File: config.mk
export PLATFORM = sky130hd
export DESIGN_NAME = data_space_map
export DESIGN_NICKNAME = d
export VERILOG_FILES = /design/src/data_space_pkg.sv /design/src/stack_if.sv /design/src/pc_stack.sv /design/src/data_space_map.sv
export SDC_FILE = /design/constraint.sdc
export NUM_CORES = 1
export LEC_CHECK = 0
export BUFFER_PORTS_ARGS = -buffer_cell sky130_fd_sc_hd__buf_4
export CAP_MARGIN = 5
export CORE_ASPECT_RATIO = 0.75
export CORE_MARGIN = 4
export CORE_UTILIZATION = 40
export CTS_BUF_LIST = sky130_fd_sc_hd__clkbuf_8
export DETAILED_ROUTE_END_ITERATION = 12
export HOLD_SLACK_MARGIN = 0.02
export PLACE_DENSITY = 0.65
export RECOVER_POWER = 50
export SLEW_MARGIN = 20
export SYNTH_ARGS = -nofsm -noshare
export SYNTH_HDL_FRONTEND = slang
export SYNTH_SLANG_ARGS = --single-unit
File: constraint.sdc
create_clock -name sys_clk -period 3.4 [get_ports sys_clk]
set_input_delay 0.34 -clock sys_clk [delete_from_list [all_inputs] [get_ports sys_clk]]
set_output_delay 0.34 -clock sys_clk [all_outputs]
set_load 0.03 [all_outputs]
File: src/data_space_pkg.sv
// Constants shared by the data-space decoder and its program counter stack
`default_nettype none
package data_space_pkg;
   localparam int          PC_WIDTH       = 12;
   localparam int          STACK_LEVELS   = 6;
   localparam int          BLOCK_WIDTH    = 6;
   localparam int          READ_LATENCY   = 2;
   localparam logic [11:0] PC_RESET       = 12'h000;
   localparam logic [1:0]  WINDOW_TAG     = 2'h1;
   localparam logic [7:0]  OFS_INDEX_BASE = 8'h80;
   localparam logic [7:0]  OFS_PA_VALUE   = 8'hc0;
   localparam logic [7:0]  OFS_PB_VALUE   = 8'hc1;
   localparam logic [7:0]  OFS_PA_DIR     = 8'hc4;
   localparam logic [7:0]  OFS_PB_DIR     = 8'hc5;
   localparam logic [7:0]  OFS_INT_OPT    = 8'hc8;
   localparam logic [7:0]  OFS_WIN_SEL    = 8'hc9;
   localparam logic [7:0]  OFS_PA_OPT     = 8'hcc;
   localparam logic [7:0]  OFS_PB_OPT     = 8'hcd;
   localparam logic [7:0]  OFS_CONV_RES   = 8'hd0;
   localparam logic [7:0]  OFS_CONV_CTRL  = 8'hd1;
   localparam logic [7:0]  OFS_TIM_PRE    = 8'hd2;
   localparam logic [7:0]  OFS_TIM_CNT    = 8'hd3;
   localparam logic [7:0]  OFS_TIM_STAT   = 8'hd4;
   localparam logic [7:0]  OFS_WDG        = 8'hd8;
   localparam logic [7:0]  OFS_ACC        = 8'hff;
   localparam logic [7:0]  RST_PORT       = 8'h00;
   localparam logic [6:0]  RST_CONV_CTRL  = 7'h40;
   localparam logic [7:0]  RST_TIM_PRE    = 8'h7f;
   localparam logic [7:0]  RST_TIM_CNT    = 8'hff;
   localparam logic [7:0]  RST_TIM_STAT   = 8'h00;
   localparam logic [7:0]  RST_WDG        = 8'hfe;
   localparam logic [7:0]  READ_FILL      = 8'h00;
   localparam int          CONV_RO_BIT    = 7;
endpackage
`default_nettype wire

File: src/stack_if.sv
// Signals between the decoder top and the program counter stack
`default_nettype none
interface stack_if;
   logic        call;
   logic        ret;
   logic        jump;
   logic        step;
   logic [11:0] target;
   logic [11:0] pc;
   logic [2:0]  depth;
   modport core_side  (output call, output ret, output jump, output step,
                       output target, input pc, input depth);
   modport stack_side (input call, input ret, input jump, input step,
                       input target, output pc, output depth);
endinterface
`default_nettype wire

File: src/pc_stack.sv
// Program counter with its six-level return stack
`default_nettype none
module pc_stack #(
   parameter int LEVELS = data_space_pkg::STACK_LEVELS
) (
   input  wire logic     sys_clk,
   input  wire logic     rst,
   stack_if.stack_side   st
);
   logic [11:0] pc;
   logic [11:0] entry [LEVELS];
   logic [2:0]  depth;

   // Counter wraps at 4K: no address beyond the 12-bit reach
   always_ff @(posedge sys_clk) begin
      if (rst) begin
         pc <= data_space_pkg::PC_RESET;
      end else if (st.call || st.jump) begin
         pc <= st.target;
      end else if (st.ret) begin
         pc <= entry[0];
      end else if (st.step) begin
         pc <= pc + 12'h001;
      end
   end

   // Shift stack; a seventh call drops the deepest entry
   genvar i;
   generate
      for (i = 0; i < LEVELS; i++) begin : g_level
         // Neighbour indices clamped so the end levels never name a slot outside
         localparam int ABOVE = (i == 0) ? 0 : i - 1;
         localparam int BELOW = (i == LEVELS - 1) ? i : i + 1;
         always_ff @(posedge sys_clk) begin
            if (rst) begin
               entry[i] <= 12'h000;
            end else if (st.call) begin
               entry[i] <= (i == 0) ? pc + 12'h001 : entry[ABOVE];
            end else if (st.ret) begin
               entry[i] <= (i == LEVELS - 1) ? 12'h000 : entry[BELOW];
            end
         end
      end
   endgenerate

   always_ff @(posedge sys_clk) begin
      if (rst) begin
         depth <= 3'h0;
      end else if (st.call && depth != 3'(LEVELS)) begin
         depth <= depth + 3'h1;
      end else if (st.ret && !st.call && depth != 3'h0) begin
         depth <= depth - 3'h1;
      end
   end

   assign st.pc    = pc;
   assign st.depth = depth;
endmodule
`default_nettype wire

File: src/data_space_map.sv
// Data-space decoder, register map and program memory read window
//
// Overview of operation
// - A 12-bit program counter reaches 4K bytes of program memory.
// - Six 12-bit stack entries hold return addresses beside the counter.
// - Reads at 40h..7Fh return 64 consecutive program memory bytes.
// - Program memory is 64 blocks of 64 bytes; block n starts n*64.
// - Writing a block number moves the window in 64-byte steps.
// - Window select keeps block in bits 5..0; bits 7..6 written zero.
// - Window select at C9h, write-only, left uninitialised by reset.
// - Port A and B value registers at C0h, C1h, reset 00h.
// - Value reads give stored bits for outputs, live pins for inputs.
// - Port direction registers at C4h, C5h, read-write, reset 00h.
// - Port option registers at CCh, CDh, read-write, reset 00h.
// - Converter result at D0h, read-only, no reset value.
// - Converter control at D1h, reset 40h, mixed read and write bits.
// - Timer prescaler at D2h, read-write, reset 7Fh.
// - Timer down-counter at D3h, read-write, reset FFh.
// - Timer status and control at D4h, read-write, reset 00h.
// - With readout protection set, external program reads are blocked.
`default_nettype none
module data_space_map (
   input  wire logic       sys_clk,
   input  wire logic       rst,
   input  wire logic       core_rd,
   input  wire logic       core_wr,
   input  wire logic [7:0] core_addr,
   input  wire logic [7:0] core_wdata,
   output logic [7:0]      core_rdata,
   output logic            core_rvalid,
   output logic [11:0]     mem_addr,
   output logic            mem_rd,
   input  wire logic [7:0] mem_rdata,
   input  wire logic       ext_rd,
   input  wire logic [11:0] ext_addr,
   input  wire logic       readout_protect,
   output logic            ext_ack,
   output logic            ext_denied,
   output logic [7:0]      ext_rdata,
   input  wire logic [7:0] port_a_pins,
   input  wire logic [7:0] port_b_pins,
   output logic [7:0]      port_a_out,
   output logic [7:0]      port_b_out,
   output logic [7:0]      port_a_oe,
   output logic [7:0]      port_b_oe,
   output logic [7:0]      port_a_opt,
   output logic [7:0]      port_b_opt,
   output logic [7:0]      int_options,
   input  wire logic [7:0] conv_result,
   input  wire logic       conv_done,
   output logic [6:0]      conv_ctrl,
   output logic [7:0]      timer_pre,
   output logic [7:0]      timer_cnt,
   output logic [7:0]      timer_stat,
   output logic [7:0]      wdg_count,
   input  wire logic       pc_call,
   input  wire logic       pc_ret,
   input  wire logic       pc_jump,
   input  wire logic       pc_step,
   input  wire logic [11:0] pc_target,
   output logic [11:0]     program_counter,
   output logic [2:0]      stack_depth
);
   stack_if st ();

   pc_stack u_stack (
      .sys_clk (sys_clk),
      .rst     (rst),
      .st      (st)
   );

   assign st.call   = pc_call;
   assign st.ret    = pc_ret;
   assign st.jump   = pc_jump;
   assign st.step   = pc_step;
   assign st.target = pc_target;
   assign program_counter = st.pc;
   assign stack_depth     = st.depth;

   logic [5:0]  window_block_number;
   logic [7:0]  index_reg [4];
   logic [7:0]  accumulator;
   logic [7:0]  port_a_value;
   logic [7:0]  port_b_value;
   logic        s1_rd;
   logic [7:0]  s1_addr;
   logic        ext_s1;
   logic        ext_s1_block;
   logic [7:0]  next_rdata;
   logic        win_hit;

   assign win_hit    = core_addr[7:6] == data_space_pkg::WINDOW_TAG;
   assign port_a_out = port_a_value;
   assign port_b_out = port_b_value;

   // Window select is never reset, so software must load it first
   always_ff @(posedge sys_clk) begin
      if (core_wr && core_addr == data_space_pkg::OFS_WIN_SEL) begin
         window_block_number <= core_wdata[5:0];
      end
   end

   // Core scratch registers carry no reset value
   always_ff @(posedge sys_clk) begin
      if (core_wr && core_addr[7:2] == data_space_pkg::OFS_INDEX_BASE[7:2]) begin
         index_reg[core_addr[1:0]] <= core_wdata;
      end
      if (core_wr && core_addr == data_space_pkg::OFS_ACC) begin
         accumulator <= core_wdata;
      end
   end

   always_ff @(posedge sys_clk) begin
      if (rst) begin
         port_a_value <= data_space_pkg::RST_PORT;
         port_b_value <= data_space_pkg::RST_PORT;
         port_a_oe    <= data_space_pkg::RST_PORT;
         port_b_oe    <= data_space_pkg::RST_PORT;
         port_a_opt   <= data_space_pkg::RST_PORT;
         port_b_opt   <= data_space_pkg::RST_PORT;
      end else if (core_wr) begin
         case (core_addr)
            data_space_pkg::OFS_PA_VALUE: port_a_value <= core_wdata;
            data_space_pkg::OFS_PB_VALUE: port_b_value <= core_wdata;
            data_space_pkg::OFS_PA_DIR:   port_a_oe    <= core_wdata;
            data_space_pkg::OFS_PB_DIR:   port_b_oe    <= core_wdata;
            data_space_pkg::OFS_PA_OPT:   port_a_opt   <= core_wdata;
            data_space_pkg::OFS_PB_OPT:   port_b_opt   <= core_wdata;
            default: ;
         endcase
      end
   end

   // Interrupt options are write-only and undefined until written
   always_ff @(posedge sys_clk) begin
      if (core_wr && core_addr == data_space_pkg::OFS_INT_OPT) begin
         int_options <= core_wdata;
      end
   end

   // Bit 7 of converter control is status from the converter, not stored
   always_ff @(posedge sys_clk) begin
      if (rst) begin
         conv_ctrl  <= data_space_pkg::RST_CONV_CTRL;
         timer_pre  <= data_space_pkg::RST_TIM_PRE;
         timer_cnt  <= data_space_pkg::RST_TIM_CNT;
         timer_stat <= data_space_pkg::RST_TIM_STAT;
         wdg_count  <= data_space_pkg::RST_WDG;
      end else if (core_wr) begin
         case (core_addr)
            data_space_pkg::OFS_CONV_CTRL: conv_ctrl <= core_wdata[6:0];
            data_space_pkg::OFS_TIM_PRE:   timer_pre  <= core_wdata;
            data_space_pkg::OFS_TIM_CNT:   timer_cnt  <= core_wdata;
            data_space_pkg::OFS_TIM_STAT:  timer_stat <= core_wdata;
            data_space_pkg::OFS_WDG:       wdg_count  <= core_wdata;
            default: ;
         endcase
      end
   end

   // Read stage one: latch the address and start a program memory fetch.
   // The core has priority; an external read in the same cycle is dropped.
   always_ff @(posedge sys_clk) begin
      if (rst) begin
         s1_rd        <= 1'b0;
         s1_addr      <= 8'h00;
         ext_s1       <= 1'b0;
         ext_s1_block <= 1'b0;
      end else begin
         s1_rd        <= core_rd;
         s1_addr      <= core_rd ? core_addr : s1_addr;
         ext_s1       <= ext_rd && !core_rd;
         ext_s1_block <= readout_protect;
      end
   end

   always_ff @(posedge sys_clk) begin
      if (rst) begin
         mem_rd   <= 1'b0;
         mem_addr <= 12'h000;
      end else if (core_rd && win_hit) begin
         mem_rd   <= 1'b1;
         mem_addr <= {window_block_number, core_addr[5:0]};
      end else if (ext_rd && !core_rd && !readout_protect) begin
         mem_rd   <= 1'b1;
         mem_addr <= ext_addr;
      end else begin
         mem_rd   <= 1'b0;
      end
   end

   // Write-only and reserved locations read as fill with no side effect
   always_comb begin
      next_rdata = data_space_pkg::READ_FILL;
      if (s1_addr[7:6] == data_space_pkg::WINDOW_TAG) begin
         next_rdata = mem_rdata;
      end else if (s1_addr[7:2] == data_space_pkg::OFS_INDEX_BASE[7:2]) begin
         next_rdata = index_reg[s1_addr[1:0]];
      end else begin
         case (s1_addr)
            data_space_pkg::OFS_PA_VALUE:
               next_rdata = (port_a_oe & port_a_value) | (~port_a_oe & port_a_pins);
            data_space_pkg::OFS_PB_VALUE:
               next_rdata = (port_b_oe & port_b_value) | (~port_b_oe & port_b_pins);
            data_space_pkg::OFS_PA_DIR:    next_rdata = port_a_oe;
            data_space_pkg::OFS_PB_DIR:    next_rdata = port_b_oe;
            data_space_pkg::OFS_PA_OPT:    next_rdata = port_a_opt;
            data_space_pkg::OFS_PB_OPT:    next_rdata = port_b_opt;
            data_space_pkg::OFS_CONV_RES:  next_rdata = conv_result;
            data_space_pkg::OFS_CONV_CTRL: next_rdata = {conv_done, conv_ctrl};
            data_space_pkg::OFS_TIM_PRE:   next_rdata = timer_pre;
            data_space_pkg::OFS_TIM_CNT:   next_rdata = timer_cnt;
            data_space_pkg::OFS_TIM_STAT:  next_rdata = timer_stat;
            data_space_pkg::OFS_WDG:       next_rdata = wdg_count;
            data_space_pkg::OFS_ACC:       next_rdata = accumulator;
            default:                       next_rdata = data_space_pkg::READ_FILL;
         endcase
      end
   end

   always_ff @(posedge sys_clk) begin
      if (rst) begin
         core_rvalid <= 1'b0;
         core_rdata  <= 8'h00;
      end else begin
         core_rvalid <= s1_rd;
         core_rdata  <= s1_rd ? next_rdata : core_rdata;
      end
   end

   // A blocked external read still answers, so a reader never hangs
   always_ff @(posedge sys_clk) begin
      if (rst) begin
         ext_ack    <= 1'b0;
         ext_denied <= 1'b0;
         ext_rdata  <= 8'h00;
      end else begin
         ext_ack    <= ext_s1;
         ext_denied <= ext_s1 && ext_s1_block;
         if (ext_s1) begin
            ext_rdata <= ext_s1_block ? data_space_pkg::READ_FILL : mem_rdata;
         end
      end
   end
endmodule
`default_nettype wire

==> impl_metrics.tcl <==
set metrics [dict create \
    clock-skew-final_ns 0.03507 \
    timing_worst_setup_path_type "primary input to flop" \
    first_pass_grt_wire_length_um 58910 \
    worst-path-max-fanout 60 \
    met3_wirelength_um 4247 \
    syn_inst 1107 \
    fp-row-count 54 \
    critPathLaunch "pc_call" \
    synth.area.top_cells "edfxtp_1 31%, dfxtp_1 24%, mux2i_1 6.8%, a22o_1 4.0%, nor2_1 3.4%" \
    routed_via_density 5.676 \
    power_switching_share_pct 25.79 \
    drt-total-wl_um 39670 \
    route.top_layer_used "met5" \
    maximum_frequency_from_static_timing_analysis_ghz 0.3732 \
    gpl.final_weighted_congestion 0.9655 \
    drt_drc_violations_left 0 \
    r2r-start "s1_addr[4]" \
    yosysWarnings 0 \
    critical_path.max_stage_delay_ns 1.87 \
    worst_pin_slew_ns 2.648 \
    grt_residual_overflow 0 \
    n_fill_cell 2724 \
    critical_path_buf_inv_count 2 \
    cp-end-kind "flop" \
    dominantRegCellSynth "dfxtp_1" \
    maxSlewViolCount 168 \
    hold_violations 0 \
    cts_inserted_buffers 45 \
    holdCritStartpoint "core_addr[6]" \
    io_buffer_count 224 \
    rsz0062_at_grt "no" \
    path_clk_slew_ns 0.07 \
    yosysTopAreaCell "edfxtp_1" \
    coreArea_um2 29320 \
    drt_iter0_markers 1066 \
    met2_length_um 16080 \
    tritoncts "built" \
    max-cap-violations 3 \
    post_route_cells_drive_above_1_share_pct 21.50 \
    synth_enable_flop_cells 126 \
    powerDensity_nw_per_um2 482.4 \
    timing.final.crit_share_pct 78.80 \
    cp_data_arrival_time_ns 3.11 \
    cts.sink_count 273 \
    fin_tns_setup_ns 0 \
    max-vdd-ir-drop_uv 285.2 \
    cp_cell_sequence "buf_4 > nand2b_1 > nor2_4 > clkbuf_1 > a22o_1" \
    grt.total_usage_pct 23.04 \
    floorplan.die.height_um 158.1 \
    required_ns 3.83 \
    floorplan.die.width_um 208.1 \
    timing.critical_path.from_type "primary input" \
    worst-r2r-cell-count 6 \
    syn_area_um2 12020 \
    reg_to_reg_end "core_rdata[2]" \
    grt_antenna_before_repair 2 \
    p_int_mw 5.307 \
    failed_checks "max-capacitance violations, max-slew violations" \
    drt.antenna.violating_nets 0 \
    grt_pass1_vias 9530 \
    drt_pass1_iterations 5 \
    crit_path_end "u_stack.entry[2][6]" \
    finalHoldWorstSlack_ns 0.04899 \
    post_layout_nonfiller_instances 1751 \
    netlist.area_leader.share_pct 31.49 \
    cpMaxStageDelayCell "clkbuf_1" \
    clk_buf_depth 3 \
    post_synth_num_cell_types 73 \
    async_flop_share_pct 0 \
    fin_util_pct 50.56 \
    met1Wirelength_um 18470 \
    post-synth-top-count-cell "dfxtp_1" \
    synth_nets 1192 \
    maximum_number_of_pins_on_one_net_before_global_route_repair 61 \
    finalCriticalPeriod_ns 2.679 \
    syn_avg_cell_area_um2 10.86 \
    nets 1408 \
    floorplan.initialDensity_pct 40.98 \
    power.sequential.fraction_pct 51.2 \
    net-switching-power_mw 1.844 \
    timing.slew.headroom_pct -76.57 \
    ys_seq_area_share_pct 55.98 \
    clock_latency_ns 0.60 \
    cpLargestDelayFamily "buffers and inverters" \
    dp_hpwl_um 28150 \
    dr_total_vias 9939 \
    floorplan.io_pins 225 \
    p_total_mw 7.152 \
    clock_tree.htree_level_count 2 \
    power.static_leakage_nw 5.806 \
    flip_flop_count_of_the_largest_register_after_layout 72 \
    netlist_top_cells_count "147 x dfxtp_1, 126 x edfxtp_1, 110 x nor2_1" \
    critical_path_cell_count 5 \
    flow.area_growth_from_synthesis_pct 23.39 \
    root_buffer "clkbuf_8" \
    timing.hold.worst.class "primary input to flop" \
    synth_seq_cells 273 \
    r2r_slack_ns 0.83 \
    status "complete, but fails checks" \
    routed_wirelength_normalized_by_instance_count_um 22.66 \
    die-area_um2 32910 \
    clockPowerShare_pct 40.2 \
    setup_viol_count_final 0 \
    placed_cells 1662 \
    post_cts.repair.setup_buffers 0 \
    pwr-share-comb_pct 8.7 \
]
## worst reg2reg max path, cell delays in order, from the launching register on
cell and delay, ns:
dfxtp_1 0.85, nor4bb_1 0.40, buf_4 0.20, nand3_1 0.21
o22ai_1 0.51, nor3_1 0.13, a22oi_1 0.19
## routing by layer
metal	track usage, %	up-vias
met2	31.34	493
met1	35.17	4832
met4	5.814	2
li1	-	4559
met3	7.231	53
met5	1.580	-
## cell families after synthesis
logic type	Yosys count	share of synthesized area [%]
adders and majority gates	2	0.2707
xor gates and xnor gates	12	0.8746
muxes	94	8.798
buffers and inverters	97	3.207
DFF	273	55.98
AOI/OAI and AO/OA	244	14.84
and+or+nand+nor	385	16.04
## power by group through the flow
stage | clock network, mW | logic, mW | registers (mW)
2_1_floorplan | 0 | 0.333 | 3.73
3_3_place_gp | 0 | 0.626 | 3.72
3_5_place_dp | 0 | 0.632 | 3.72
4_1_cts | 2.94 | 0.641 | 3.65
5_1_grt | 3.11 | 0.672 | 3.67
6_report | 2.87 | 0.622 | 3.66
## layout by cell type, fill, tap and decap left out, types with 25 or more instances in the layout
cell type / netlist / final
buf_4: 0 / 201
dfxtp_1: 147 / 147
edfxtp_1: 126 / 126
nor2_1: 110 / 109
nand2_1: 101 / 101
mux2i_1: 82 / 82
a22o_1: 55 / 55
a21oi_1: 54 / 54
clkbuf_8: 0 / 54
clkbuf_1: 64 / 44
nand3_1: 39 / 39
inv_1: 13 / 30
o21ai_0: 28 / 28
a211o_1: 25 / 25
## how the worst min path moves through the flow
stage	end	depth (start not counted)
6_report	s1_addr[6]	3
5_1_grt	s1_addr[6]	3
4_1_cts	s1_addr[6]	3
3_5_place_dp	ext_rdata[1]	2
3_3_place_gp	ext_rdata[0]	2
2_1_floorplan	accumulator[0]	0
## through the flow
step / instance area, um2 / setup slack [ns]
finish: 14830 / 0.7206
global route: 14830 / 0.4850
CTS: 15020 / 0.9378
detailed placement: 14060 / 0.8831
global placement: 14060 / 0.9319
floorplan: 12020 / 0.7421
## final cells by class
cell class,instances,area (um2),share of cell area (%)
clock inverters,28,152.6,1.030
flip-flops and latches,273,6726,45.37
inverters,13,48.80,0.3291
well taps,392,490.5,3.308
repair buffers,253,1744,11.76
clock buffers,54,743.2,5.013
diodes,1,2.502,0.01688
multi-input cells,737,4918,33.17
## what timing repair did
item	CTS	global route
resized for setup	0	0
hold endpoints to repair	6	0
hold buffers	6	0
Note: power is estimated with default switching activity, not from simulation.
